### config.mk
export PLATFORM = sky130hd
export DESIGN_NAME = multichannel_timer_pwm
export DESIGN_NICKNAME = d
export VERILOG_FILES = /design/src/rtl/timer_pkg.sv /design/src/rtl/edge_sync.sv /design/src/rtl/tick_prescaler.sv /design/src/rtl/multichannel_timer_pwm.sv
export SDC_FILE = /design/constraint.sdc
export NUM_CORES = 1
export LEC_CHECK = 0
export BUFFER_PORTS_ARGS = -buffer_cell sky130_fd_sc_hd__buf_2
export CAP_MARGIN = 5
export CORE_MARGIN = 2
export CORE_UTILIZATION = 40
export CTS_BUF_LIST = sky130_fd_sc_hd__clkbuf_8
export CTS_CLUSTER_DIAMETER = 30
export DETAILED_ROUTE_END_ITERATION = 8
export PLACE_DENSITY = 0.58
export SLEW_MARGIN = 20
export SYNTH_ARGS = -nofsm -noshare
export SYNTH_HDL_FRONTEND = slang
export SYNTH_SLANG_ARGS = --single-unit
export TNS_END_PERCENT = 100
### constraint.sdc
create_clock -name core_clk -period 4.8 [get_ports core_clk]
set_clock_uncertainty 0.05 [all_clocks]
set_input_delay 0.96 -clock core_clk [delete_from_list [all_inputs] [get_ports core_clk]]
set_output_delay 0.96 -clock core_clk [all_outputs]
set_load 0.05 [all_outputs]
### src/rtl/timer_pkg.sv
// Function
// - one to eight channels share 16-bit counter
// - center-align select forces all channels to center PWM
// - count clock: bus, fixed clock or external pin
// - prescaler divides by 1 through 128
// - fixed clock synchronised before advancing counter
// - per-channel request plus overflow request
// - counter holds during background debug mode
// - timer keeps running in wait mode
// - capture copies counter, sets channel flag
// - capture on rising, falling or either edge
// - compare match sets flag, applies pin action
// - compare action low, high, toggle or none
// - edge PWM period is modulo plus one
// - edge PWM polarity; period and duty interrupts
// - edge PWM leading edges at period start
// - center PWM period twice modulo
// - center PWM counts up to modulo, down to zero
// - center PWM active on down match, inactive up
// - modulo zero or all ones runs free
// - counter read has no side effect
// - any counter half write resets counter
// - high-true edge PWM high at zero, low at match
// - no pin drive when edge select or clock off
// - after reset no function enabled
package timer_pkg;

  localparam int CNT_W = 16;
  localparam int PS_W = 3;

  localparam logic [7:0] OFS_CTRL = 8'h00;
  localparam logic [7:0] OFS_CNT_HI = 8'h04;
  localparam logic [7:0] OFS_CNT_LO = 8'h08;
  localparam logic [7:0] OFS_MOD_HI = 8'h0C;
  localparam logic [7:0] OFS_MOD_LO = 8'h10;
  localparam logic [7:0] OFS_CH_BASE = 8'h20;
  localparam logic [7:0] OFS_CH_STRIDE = 8'h10;
  localparam logic [7:0] OFS_CH_CTRL = 8'h00;
  localparam logic [7:0] OFS_CH_VAL_HI = 8'h04;
  localparam logic [7:0] OFS_CH_VAL_LO = 8'h08;

  localparam int CTRL_PS_LSB = 0;
  localparam int CTRL_CLKS_LSB = 3;
  localparam int CTRL_CENTER_ALIGNED_PWM_MODE_BIT = 5;
  localparam int CTRL_OVIE_BIT = 6;
  localparam int CTRL_OVF_BIT = 7;
  localparam int CH_ELS_LSB = 0;
  localparam int CH_MS_LSB = 2;
  localparam int CH_IE_BIT = 4;
  localparam int CH_FLAG_BIT = 7;

  localparam logic [CNT_W-1:0] CNT_RESET = 16'h0000;
  localparam logic [CNT_W-1:0] MOD_RESET = 16'h0000;
  localparam logic [CNT_W-1:0] CNT_FULL = 16'hFFFF;
  localparam logic [CNT_W-1:0] VAL_RESET = 16'h0000;

  typedef enum logic [1:0] {
    CLK_OFF = 2'b00,
    CLK_BUS = 2'b01,
    CLK_FIXED = 2'b10,
    CLK_EXT = 2'b11
  } count_clock_select_e;

  typedef struct packed {
    logic [PS_W-1:0] prescale;
    count_clock_select_e count_clock_select;
    logic center_align_select;
    logic overflow_ie;
  } timer_ctrl_s;

  typedef struct packed {
    logic [1:0] edge_level_select;
    logic [1:0] mode_select;
    logic irq_enable;
  } chan_ctrl_s;

  localparam timer_ctrl_s CTRL_RESET = '{prescale: 3'h0, count_clock_select: CLK_OFF,
                                         center_align_select: 1'b0, overflow_ie: 1'b0};
  localparam chan_ctrl_s CH_CTRL_RESET = '{edge_level_select: 2'h0, mode_select: 2'h0,
                                           irq_enable: 1'b0};

endpackage

### src/rtl/edge_sync.sv
`timescale 1ns/1ps
module edge_sync (
  input wire logic core_clk,
  input wire logic sys_rst,
  input wire logic din,
  output logic level,
  output logic rise,
  output logic fall
);
  logic meta_reg;
  logic sync_reg;
  logic prev_reg;

  always_ff @(posedge core_clk) begin
    if (sys_rst) begin
      meta_reg <= 1'b0;
      sync_reg <= 1'b0;
      prev_reg <= 1'b0;
    end else begin
      meta_reg <= din;
      sync_reg <= meta_reg;
      prev_reg <= sync_reg;
    end
  end

  assign level = sync_reg;
  assign rise = sync_reg & ~prev_reg;
  assign fall = ~sync_reg & prev_reg;
endmodule

### src/rtl/tick_prescaler.sv
`timescale 1ns/1ps
module tick_prescaler #(
  parameter int PS_W = 3
) (
  input wire logic core_clk,
  input wire logic sys_rst,
  input wire logic clear,
  input wire logic tick_in,
  input wire logic [PS_W-1:0] prescale,
  output logic tick_out
);
  localparam int DIV_W = (1 << PS_W) - 1;
  logic [DIV_W-1:0] div_reg;
  logic [DIV_W-1:0] mask;
  logic wrap;

  // divide by two to the power of prescale
  assign mask = ~({DIV_W{1'b1}} << prescale);
  assign wrap = &(div_reg | ~mask);
  assign tick_out = tick_in & wrap;

  always_ff @(posedge core_clk) begin
    if (sys_rst || clear) begin
      div_reg <= '0;
    end else if (tick_in) begin
      div_reg <= wrap ? '0 : div_reg + 1'b1;
    end
  end
endmodule

### src/rtl/multichannel_timer_pwm.sv
`timescale 1ns/1ps
module multichannel_timer_pwm #(
  parameter int NUM_CH = 8
) (
  input wire logic core_clk,
  input wire logic sys_rst,
  input wire logic [7:0] avs_address,
  input wire logic avs_read,
  input wire logic avs_write,
  input wire logic [31:0] avs_writedata,
  input wire logic [3:0] avs_byteenable,
  output logic [31:0] avs_readdata,
  output logic avs_waitrequest,
  input wire logic background_debug_mode,
  input wire logic fixed_clk_in,
  input wire logic external_count_clock,
  input wire logic [NUM_CH-1:0] timer_channel_pin_in,
  output logic [NUM_CH-1:0] timer_channel_pin_out,
  output logic [NUM_CH-1:0] timer_channel_pin_oe,
  output logic [NUM_CH-1:0] channel_irq,
  output logic overflow_irq
);
  localparam int W = timer_pkg::CNT_W;

  logic wait_reg;
  logic [31:0] rdata_reg;
  logic [31:0] rdata_next;
  logic wr_fire;
  logic [7:0] wbyte;

  timer_pkg::timer_ctrl_s ctrl_reg;
  logic ovf_flag_reg;
  logic ovf_irq_reg;
  logic [W-1:0] cnt_reg;
  logic [W-1:0] mod_reg;
  logic dir_down_reg;

  logic fixed_rise;
  logic ext_rise;
  logic src_tick;
  logic pre_tick;
  logic cnt_en;
  logic cnt_wr;
  logic clk_on;
  logic center_aligned_pwm_mode;
  logic [W-1:0] top;
  logic at_top;
  logic period_wrap;
  logic ovf_set;

  logic [NUM_CH*W-1:0] ch_val_bus;
  logic [NUM_CH*8-1:0] ch_stat_bus;

  // avalon slave: one wait cycle, then a single cycle with waitrequest low
  assign wr_fire = avs_write & ~wait_reg & avs_byteenable[0];
  assign wbyte = avs_writedata[7:0];

  always_ff @(posedge core_clk) begin
    if (sys_rst) begin
      wait_reg <= 1'b1;
    end else begin
      wait_reg <= ~((avs_read | avs_write) & wait_reg);
    end
  end

  always_ff @(posedge core_clk) begin
    if (sys_rst) begin
      rdata_reg <= 32'h0000_0000;
    end else if (avs_read & wait_reg) begin
      rdata_reg <= rdata_next;
    end
  end

  always_comb begin
    int i;
    logic [7:0] base;
    i = 0;
    rdata_next = 32'h0000_0000;
    base = 8'h00;
    case (avs_address)
      timer_pkg::OFS_CTRL: begin
        rdata_next[7:0] = {ovf_flag_reg, ctrl_reg.overflow_ie, ctrl_reg.center_align_select,
                           ctrl_reg.count_clock_select, ctrl_reg.prescale};
      end
      timer_pkg::OFS_CNT_HI: rdata_next[7:0] = cnt_reg[15:8];
      timer_pkg::OFS_CNT_LO: rdata_next[7:0] = cnt_reg[7:0];
      timer_pkg::OFS_MOD_HI: rdata_next[7:0] = mod_reg[15:8];
      timer_pkg::OFS_MOD_LO: rdata_next[7:0] = mod_reg[7:0];
      default: begin
        for (i = 0; i < NUM_CH; i++) begin
          base = 8'(timer_pkg::OFS_CH_BASE + i * timer_pkg::OFS_CH_STRIDE);
          if (avs_address == base + timer_pkg::OFS_CH_CTRL) begin
            rdata_next[7:0] = ch_stat_bus[i*8 +: 8];
          end
          if (avs_address == base + timer_pkg::OFS_CH_VAL_HI) begin
            rdata_next[7:0] = ch_val_bus[i*W+8 +: 8];
          end
          if (avs_address == base + timer_pkg::OFS_CH_VAL_LO) begin
            rdata_next[7:0] = ch_val_bus[i*W +: 8];
          end
        end
      end
    endcase
  end

  assign avs_readdata = rdata_reg;
  assign avs_waitrequest = wait_reg;

  // module control and modulo
  always_ff @(posedge core_clk) begin
    if (sys_rst) begin
      ctrl_reg <= timer_pkg::CTRL_RESET;
    end else if (wr_fire && avs_address == timer_pkg::OFS_CTRL) begin
      ctrl_reg.prescale <= wbyte[timer_pkg::CTRL_PS_LSB +: timer_pkg::PS_W];
      ctrl_reg.count_clock_select <=
        timer_pkg::count_clock_select_e'(wbyte[timer_pkg::CTRL_CLKS_LSB +: 2]);
      ctrl_reg.center_align_select <= wbyte[timer_pkg::CTRL_CENTER_ALIGNED_PWM_MODE_BIT];
      ctrl_reg.overflow_ie <= wbyte[timer_pkg::CTRL_OVIE_BIT];
    end
  end

  always_ff @(posedge core_clk) begin
    if (sys_rst) begin
      mod_reg <= timer_pkg::MOD_RESET;
    end else if (wr_fire && avs_address == timer_pkg::OFS_MOD_HI) begin
      mod_reg[15:8] <= wbyte;
    end else if (wr_fire && avs_address == timer_pkg::OFS_MOD_LO) begin
      mod_reg[7:0] <= wbyte;
    end
  end

  // count clock sources
  edge_sync u_fixed_sync (
    .core_clk(core_clk),
    .sys_rst(sys_rst),
    .din(fixed_clk_in),
    .level(),
    .rise(fixed_rise),
    .fall()
  );

  // sampled at bus rate, so the pin must run at a quarter of it or slower
  edge_sync u_ext_sync (
    .core_clk(core_clk),
    .sys_rst(sys_rst),
    .din(external_count_clock),
    .level(),
    .rise(ext_rise),
    .fall()
  );

  always_comb begin
    case (ctrl_reg.count_clock_select)
      timer_pkg::CLK_BUS: src_tick = 1'b1;
      timer_pkg::CLK_FIXED: src_tick = fixed_rise;
      timer_pkg::CLK_EXT: src_tick = ext_rise;
      default: src_tick = 1'b0;
    endcase
  end

  assign clk_on = ctrl_reg.count_clock_select != timer_pkg::CLK_OFF;
  assign cnt_wr = wr_fire &&
                  (avs_address == timer_pkg::OFS_CNT_HI || avs_address == timer_pkg::OFS_CNT_LO);

  tick_prescaler #(
    .PS_W(timer_pkg::PS_W)
  ) u_prescaler (
    .core_clk(core_clk),
    .sys_rst(sys_rst),
    .clear(cnt_wr | ~clk_on),
    .tick_in(src_tick),
    .prescale(ctrl_reg.prescale),
    .tick_out(pre_tick)
  );

  // debug mode freezes the count; wait mode has no effect on it
  assign cnt_en = pre_tick & clk_on & ~background_debug_mode;
  assign center_aligned_pwm_mode = ctrl_reg.center_align_select;
  assign top = (mod_reg == timer_pkg::CNT_RESET || mod_reg == timer_pkg::CNT_FULL) ?
               timer_pkg::CNT_FULL : mod_reg;
  assign at_top = cnt_reg == top;
  assign period_wrap = cnt_en & ~center_aligned_pwm_mode & at_top;
  assign ovf_set = period_wrap | (cnt_en & center_aligned_pwm_mode & ~dir_down_reg & at_top);

  // shared counter
  always_ff @(posedge core_clk) begin
    if (sys_rst) begin
      cnt_reg <= timer_pkg::CNT_RESET;
      dir_down_reg <= 1'b0;
    end else if (cnt_wr) begin
      cnt_reg <= timer_pkg::CNT_RESET;
      dir_down_reg <= 1'b0;
    end else if (cnt_en) begin
      if (!center_aligned_pwm_mode) begin
        cnt_reg <= at_top ? timer_pkg::CNT_RESET : cnt_reg + 1'b1;
        dir_down_reg <= 1'b0;
      end else if (dir_down_reg) begin
        if (cnt_reg == timer_pkg::CNT_RESET) begin
          dir_down_reg <= 1'b0;
          cnt_reg <= cnt_reg + 1'b1;
        end else begin
          cnt_reg <= cnt_reg - 1'b1;
        end
      end else if (at_top) begin
        dir_down_reg <= 1'b1;
        cnt_reg <= cnt_reg - 1'b1;
      end else begin
        cnt_reg <= cnt_reg + 1'b1;
      end
    end
  end

  // overflow flag: write one to clear, a new event wins
  always_ff @(posedge core_clk) begin
    if (sys_rst) begin
      ovf_flag_reg <= 1'b0;
    end else begin
      ovf_flag_reg <= ovf_set | (ovf_flag_reg &
                      ~(wr_fire && avs_address == timer_pkg::OFS_CTRL &&
                        wbyte[timer_pkg::CTRL_OVF_BIT]));
    end
  end

  always_ff @(posedge core_clk) begin
    if (sys_rst) begin
      ovf_irq_reg <= 1'b0;
    end else begin
      ovf_irq_reg <= ovf_flag_reg & ctrl_reg.overflow_ie;
    end
  end

  assign overflow_irq = ovf_irq_reg;

  // channels
  genvar g;
  generate
    for (g = 0; g < NUM_CH; g++) begin : gen_ch
      localparam logic [7:0] BASE = 8'(timer_pkg::OFS_CH_BASE + g * timer_pkg::OFS_CH_STRIDE);
      timer_pkg::chan_ctrl_s cfg_reg;
      logic [W-1:0] val_reg;
      logic flag_reg;
      logic pin_reg;
      logic oe_reg;
      logic irq_reg;
      logic pin_rise;
      logic pin_fall;
      logic wr_ctrl;
      logic wr_hi;
      logic wr_lo;
      logic els_on;
      logic is_cap;
      logic is_cmp;
      logic is_edge_aligned_pwm_mode;
      logic match;
      logic cap_evt;
      logic flag_set;
      logic drive;

      edge_sync u_pin_sync (
        .core_clk(core_clk),
        .sys_rst(sys_rst),
        .din(timer_channel_pin_in[g]),
        .level(),
        .rise(pin_rise),
        .fall(pin_fall)
      );

      assign wr_ctrl = wr_fire && avs_address == BASE + timer_pkg::OFS_CH_CTRL;
      assign wr_hi = wr_fire && avs_address == BASE + timer_pkg::OFS_CH_VAL_HI;
      assign wr_lo = wr_fire && avs_address == BASE + timer_pkg::OFS_CH_VAL_LO;
      assign els_on = cfg_reg.edge_level_select != 2'h0;
      assign is_cap = ~center_aligned_pwm_mode & (cfg_reg.mode_select == 2'h0);
      assign is_cmp = ~center_aligned_pwm_mode & (cfg_reg.mode_select == 2'h1);
      assign is_edge_aligned_pwm_mode = ~center_aligned_pwm_mode & cfg_reg.mode_select[1];
      assign match = cnt_en & (cnt_reg == val_reg);
      assign cap_evt = is_cap & ((pin_rise & cfg_reg.edge_level_select[0]) |
                                 (pin_fall & cfg_reg.edge_level_select[1]));
      assign flag_set = cap_evt | (match & ~is_cap & (is_cmp | els_on));
      assign drive = els_on & clk_on & ~is_cap;

      always_ff @(posedge core_clk) begin
        if (sys_rst) begin
          cfg_reg <= timer_pkg::CH_CTRL_RESET;
        end else if (wr_ctrl) begin
          cfg_reg.edge_level_select <= wbyte[timer_pkg::CH_ELS_LSB +: 2];
          cfg_reg.mode_select <= wbyte[timer_pkg::CH_MS_LSB +: 2];
          cfg_reg.irq_enable <= wbyte[timer_pkg::CH_IE_BIT];
        end
      end

      always_ff @(posedge core_clk) begin
        if (sys_rst) begin
          val_reg <= timer_pkg::VAL_RESET;
        end else if (cap_evt) begin
          val_reg <= cnt_reg;
        end else if (wr_hi) begin
          val_reg[15:8] <= wbyte;
        end else if (wr_lo) begin
          val_reg[7:0] <= wbyte;
        end
      end

      always_ff @(posedge core_clk) begin
        if (sys_rst) begin
          flag_reg <= 1'b0;
        end else begin
          flag_reg <= flag_set | (flag_reg & ~(wr_ctrl & wbyte[timer_pkg::CH_FLAG_BIT]));
        end
      end

      always_ff @(posedge core_clk) begin
        if (sys_rst) begin
          irq_reg <= 1'b0;
        end else begin
          irq_reg <= flag_reg & cfg_reg.irq_enable;
        end
      end

      // pin drive; output level is kept when a mode is entered
      always_ff @(posedge core_clk) begin
        if (sys_rst) begin
          pin_reg <= 1'b0;
          oe_reg <= 1'b0;
        end else begin
          oe_reg <= drive;
          if (center_aligned_pwm_mode && els_on && match) begin
            pin_reg <= dir_down_reg ^ cfg_reg.edge_level_select[0];
          end else if (is_edge_aligned_pwm_mode && els_on && match) begin
            pin_reg <= cfg_reg.edge_level_select[0];
          end else if (is_edge_aligned_pwm_mode && els_on && period_wrap) begin
            pin_reg <= ~cfg_reg.edge_level_select[0];
          end else if (is_cmp && match) begin
            case (cfg_reg.edge_level_select)
              2'h1: pin_reg <= ~pin_reg;
              2'h2: pin_reg <= 1'b0;
              2'h3: pin_reg <= 1'b1;
              default: pin_reg <= pin_reg;
            endcase
          end
        end
      end

      assign timer_channel_pin_out[g] = pin_reg;
      assign timer_channel_pin_oe[g] = oe_reg;
      assign channel_irq[g] = irq_reg;
      assign ch_val_bus[g*W +: W] = val_reg;
      assign ch_stat_bus[g*8 +: 8] = {flag_reg, 2'b00, cfg_reg.irq_enable,
                                      cfg_reg.mode_select, cfg_reg.edge_level_select};
    end
  endgenerate
endmodule

==> results.py <==
metrics = {
    "critical_path": {
        "crit_slowest_cell": "nor2_1",
        "worst_ep_required_time_ns": 5.24,
        "crit_buf_inv": 0,
        "end_kind": "flop",
        "slowest_delay_ns": 0.84,
        "cp.depth": 8,
        "r2r_end": "gen_ch[2].pin_reg",
        "critPathCapture": "gen_ch[2].pin_reg",
        "cp_data_arrival_time_ns": 4.20,
        "crit_start": "ctrl_reg[2]",
        "r2r-start": "ctrl_reg[2]",
        "path_cells": "a31oi_1, a31oi_1, nand4_1, nor2_1, and3_1, or3_1, a22o_1, a21oi_1",
        "reg2reg_depth": 8,
        "reg2reg_slack_ns": 1.04,
        "cp-start-kind": "flop",
        "path_delay_family": "simple AND/OR/NAND/NOR gates",
        "worstSetupPathType": "reg -> reg",
        "crit_top_cell": "a31oi_1",
        "critPathMaxFanout": 7,
    },
    "finish": {
        "syn2layout_area_growth_pct": 11.8,
        "largest_reg_flops": 128,
        "layout_commonest_cell": "dfxtp_1",
        "final_cell_mix": "dfxtp_1 (288), nor2_1 (277), nand2_1 (253), nand3_1 (156), a21oi_1 (136)",
        "final_layout_size_suffix_gt1_share_pct": 12.8,
        "layout.nets": 2411,
        "fin_area_sq_mm": 0.0201,
    },
    "timing": {
        "fin_hold_ws_ns": 0.385,
        "worst_pin_slew_ns": 1.13,
        "fin_crit_ns": 3.76,
        "rsz0062_at_grt": "no",
        "max_freq_ghz": 0.266,
        "finalCritPeriodShare_pct": 78.2,
        "finalSetupViolCount": 0,
        "hold_viol": 0,
        "setup_tns_ns": 0,
        "slew_viol_final": 0,
        "relSlewSlack_pct": 24.2,
        "fin_ws_ns": 1.04,
    },
    "placed_design": {
        "place_ws_ns": 0.694,
        "gp_congestion": 0.948,
        "hpwl_um": 47500,
        "dpl_cell_area_sq_mm": 0.0185,
        "port_buffers": 65,
    },
    "outcome": {
        "status": "finished clean",
    },
    "global_route": {
        "grt_pass1_wl_um": 106000,
        "antenna_found_initial": 2,
        "grt_max_degree": 96,
        "grt_pass1_vias": 17376,
        "overflow": 0,
        "grt_usage_pct": 29.5,
    },
    "die": {
        "num_rows": 77,
        "die_w_um": 216,
        "core_sq_mm": 0.0443,
        "fp.dieArea_sq_mm": 0.0466,
        "start_util_pct": 40.5,
        "io-pin-count": 117,
        "die_h_um": 216,
    },
    "logic_synthesis": {
        "synthArstFlopShare_pct": 0,
        "synth_area_per_cell_sq_um": 7.63,
        "ys_ff_latch": 288,
        "netlist_area_sq_mm": 0.0180,
        "synth_edf_count": 0,
        "postSynthCellCount": 2354,
        "synth_cell_types": 88,
        "ys_seq_area_share_pct": 32.1,
        "synth_flop_cell": "dfxtp_1",
        "yosysWarnings": 0,
    },
    "drt": {
        "routedWlPerCell_um": 23.7,
        "drc": 0,
        "drt-met1-wl_um": 30000,
        "drt_wl_total_um": 70800,
        "drtAntennaViolNets": 0,
        "routed-via-count": 18559,
        "first_pass_iters": 6,
        "drt_iter0_drc": 2096,
        "dr_wl_met3_um": 6760,
        "viasPerCell": 6.22,
        "wl_met2_um": 30500,
        "top_layer": "met4",
    },
    "clock_network": {
        "post_cts_resized": 0,
        "cts_setup_buffers": 0,
        "cts_sinks": 288,
        "worstSkewPairLatency_ns": 0.63,
        "cts_tree": "yes",
        "cts_buffer_depth": 3,
        "path_clk_slew_ns": 0.05,
        "root_buffer": "clkbuf_8",
        "cts_buffers": 73,
        "ctsHtreeMaxLevel": 3,
        "hold_buffers": 0,
    },
    "pwr": {
        "p_clk_share_pct": 53.8,
        "p_switching_uw": 1600,
        "power_density_mw_per_mm2": 300,
        "peakVddDrop_mv": 0.231,
        "comb_power_share_pct": 6.0,
        "p_seq_share_pct": 40.2,
        "p_int_uw": 4420,
        "leakage_uw": 0.00813,
        "p_sw_share_pct": 26.6,
    },
    "hold_path": {
        "hp-class": "reg -> reg",
    },
    "job": {
        "cap_violations": 0,
    },
}
==> power by group through the flow <==
stage          Clock, uW  Combinational [uW]  Sequential (uW)
5_1_grt             3400                 375             2420
3_3_place_gp           0                 350             2470
2_1_floorplan          0                 230             2490
3_5_place_dp           0                 352             2470
6_report            3240                 364             2420
4_1_cts             3280                 352             2420
==> kinds of logic after synthesis <==
group / Yosys count / share of synthesized area, %
xor+xnor: 169 / 8.24
flops: 288 / 32.1
compound gates: 556 / 21.0
simple gates: 955 / 25.7
other cells: 1 / 0.0209
buf+inv: 288 / 7.17
fa+ha+maj: 18 / 1.25
mux: 79 / 4.54
==> cell usage after synthesis, types with 5 or more instances <==
cell type | instances | area share [%]
a22oi_1 | 28 | 1.2
nand3b_1 | 16 | 0.67
o221ai_1 | 10 | 0.49
inv_1 | 37 | 0.77
a21oi_1 | 136 | 3.8
ha_1 | 18 | 1.3
o211ai_1 | 14 | 0.59
and3_1 | 25 | 0.87
a311oi_1 | 65 | 3.2
xnor2_1 | 50 | 2.4
buf_4 | 49 | 2.0
o21ai_0 | 83 | 2.3
nand4_1 | 27 | 0.94
a211oi_1 | 68 | 2.8
dfxtp_1 | 288 | 32
mux2i_1 | 71 | 4.0
mux2_2 | 6 | 0.38
a221o_1 | 6 | 0.33
nand2b_1 | 8 | 0.28
a22o_1 | 5 | 0.24
nor3_1 | 36 | 1.0
or2_2 | 6 | 0.21
nand3_1 | 156 | 4.3
nor2_1 | 278 | 5.8
clkbuf_1 | 168 | 3.5
xor2_1 | 119 | 5.8
and2_1 | 7 | 0.24
a222oi_1 | 5 | 0.28
a221oi_1 | 9 | 0.44
nand2_1 | 259 | 5.4
buf_1 | 19 | 0.40
nor2b_1 | 42 | 1.5
o31ai_1 | 8 | 0.33
buf_2 | 13 | 0.36
a32oi_1 | 6 | 0.29
a31oi_1 | 22 | 0.77
or4b_2 | 5 | 0.28
nor4_1 | 40 | 1.4
o22ai_1 | 39 | 1.4
or3_1 | 15 | 0.52
==> layer usage <==
layer | global-route usage, % | vias to the layer above
met1 | 39.5 | 8898
li1 | - | 8386
met4 | 15.0 | 0
met3 | 5.78 | 225
met5 | 0 | -
met2 | 45.0 | 1050
==> through the flow <==
stage	cells	total power, uW	util, %
final	2983	6030	45.3
after global routing	2983	6200	45.3
after CTS	2982	6060	45.3
after detailed placement	2851	2820	41.8
after global placement	2851	2820	41.8
after floorplan	2377	2720	-
==> final cells by class <==
class                   count  area (sq um)
fillers                  4506         24200
multi-input cells        1801         11000
flip-flops and latches    288          5770
clock buffers              88          1210
repair buffers            132           837
well taps                 592           741
clock inverters            43           354
inverters                  38           143
diodes                      1          2.50
==> worst min path at each step <==
stage | endpoint | from | cells past startpoint
final | gen_ch[0].u_pin_sync.level | gen_ch[0].u_pin_sync.meta_reg | 1
after global routing | gen_ch[3].u_pin_sync.level | gen_ch[3].u_pin_sync.meta_reg | 1
after CTS | gen_ch[0].u_pin_sync.level | gen_ch[0].u_pin_sync.meta_reg | 1
after detailed placement | gen_ch[7].u_pin_sync.level | gen_ch[7].u_pin_sync.meta_reg | 1
after global placement | u_fixed_sync.level | u_fixed_sync.meta_reg | 1
after floorplan | gen_ch[0].u_pin_sync.level | gen_ch[0].u_pin_sync.meta_reg | 1
Power figures use the tool's default switching activity.
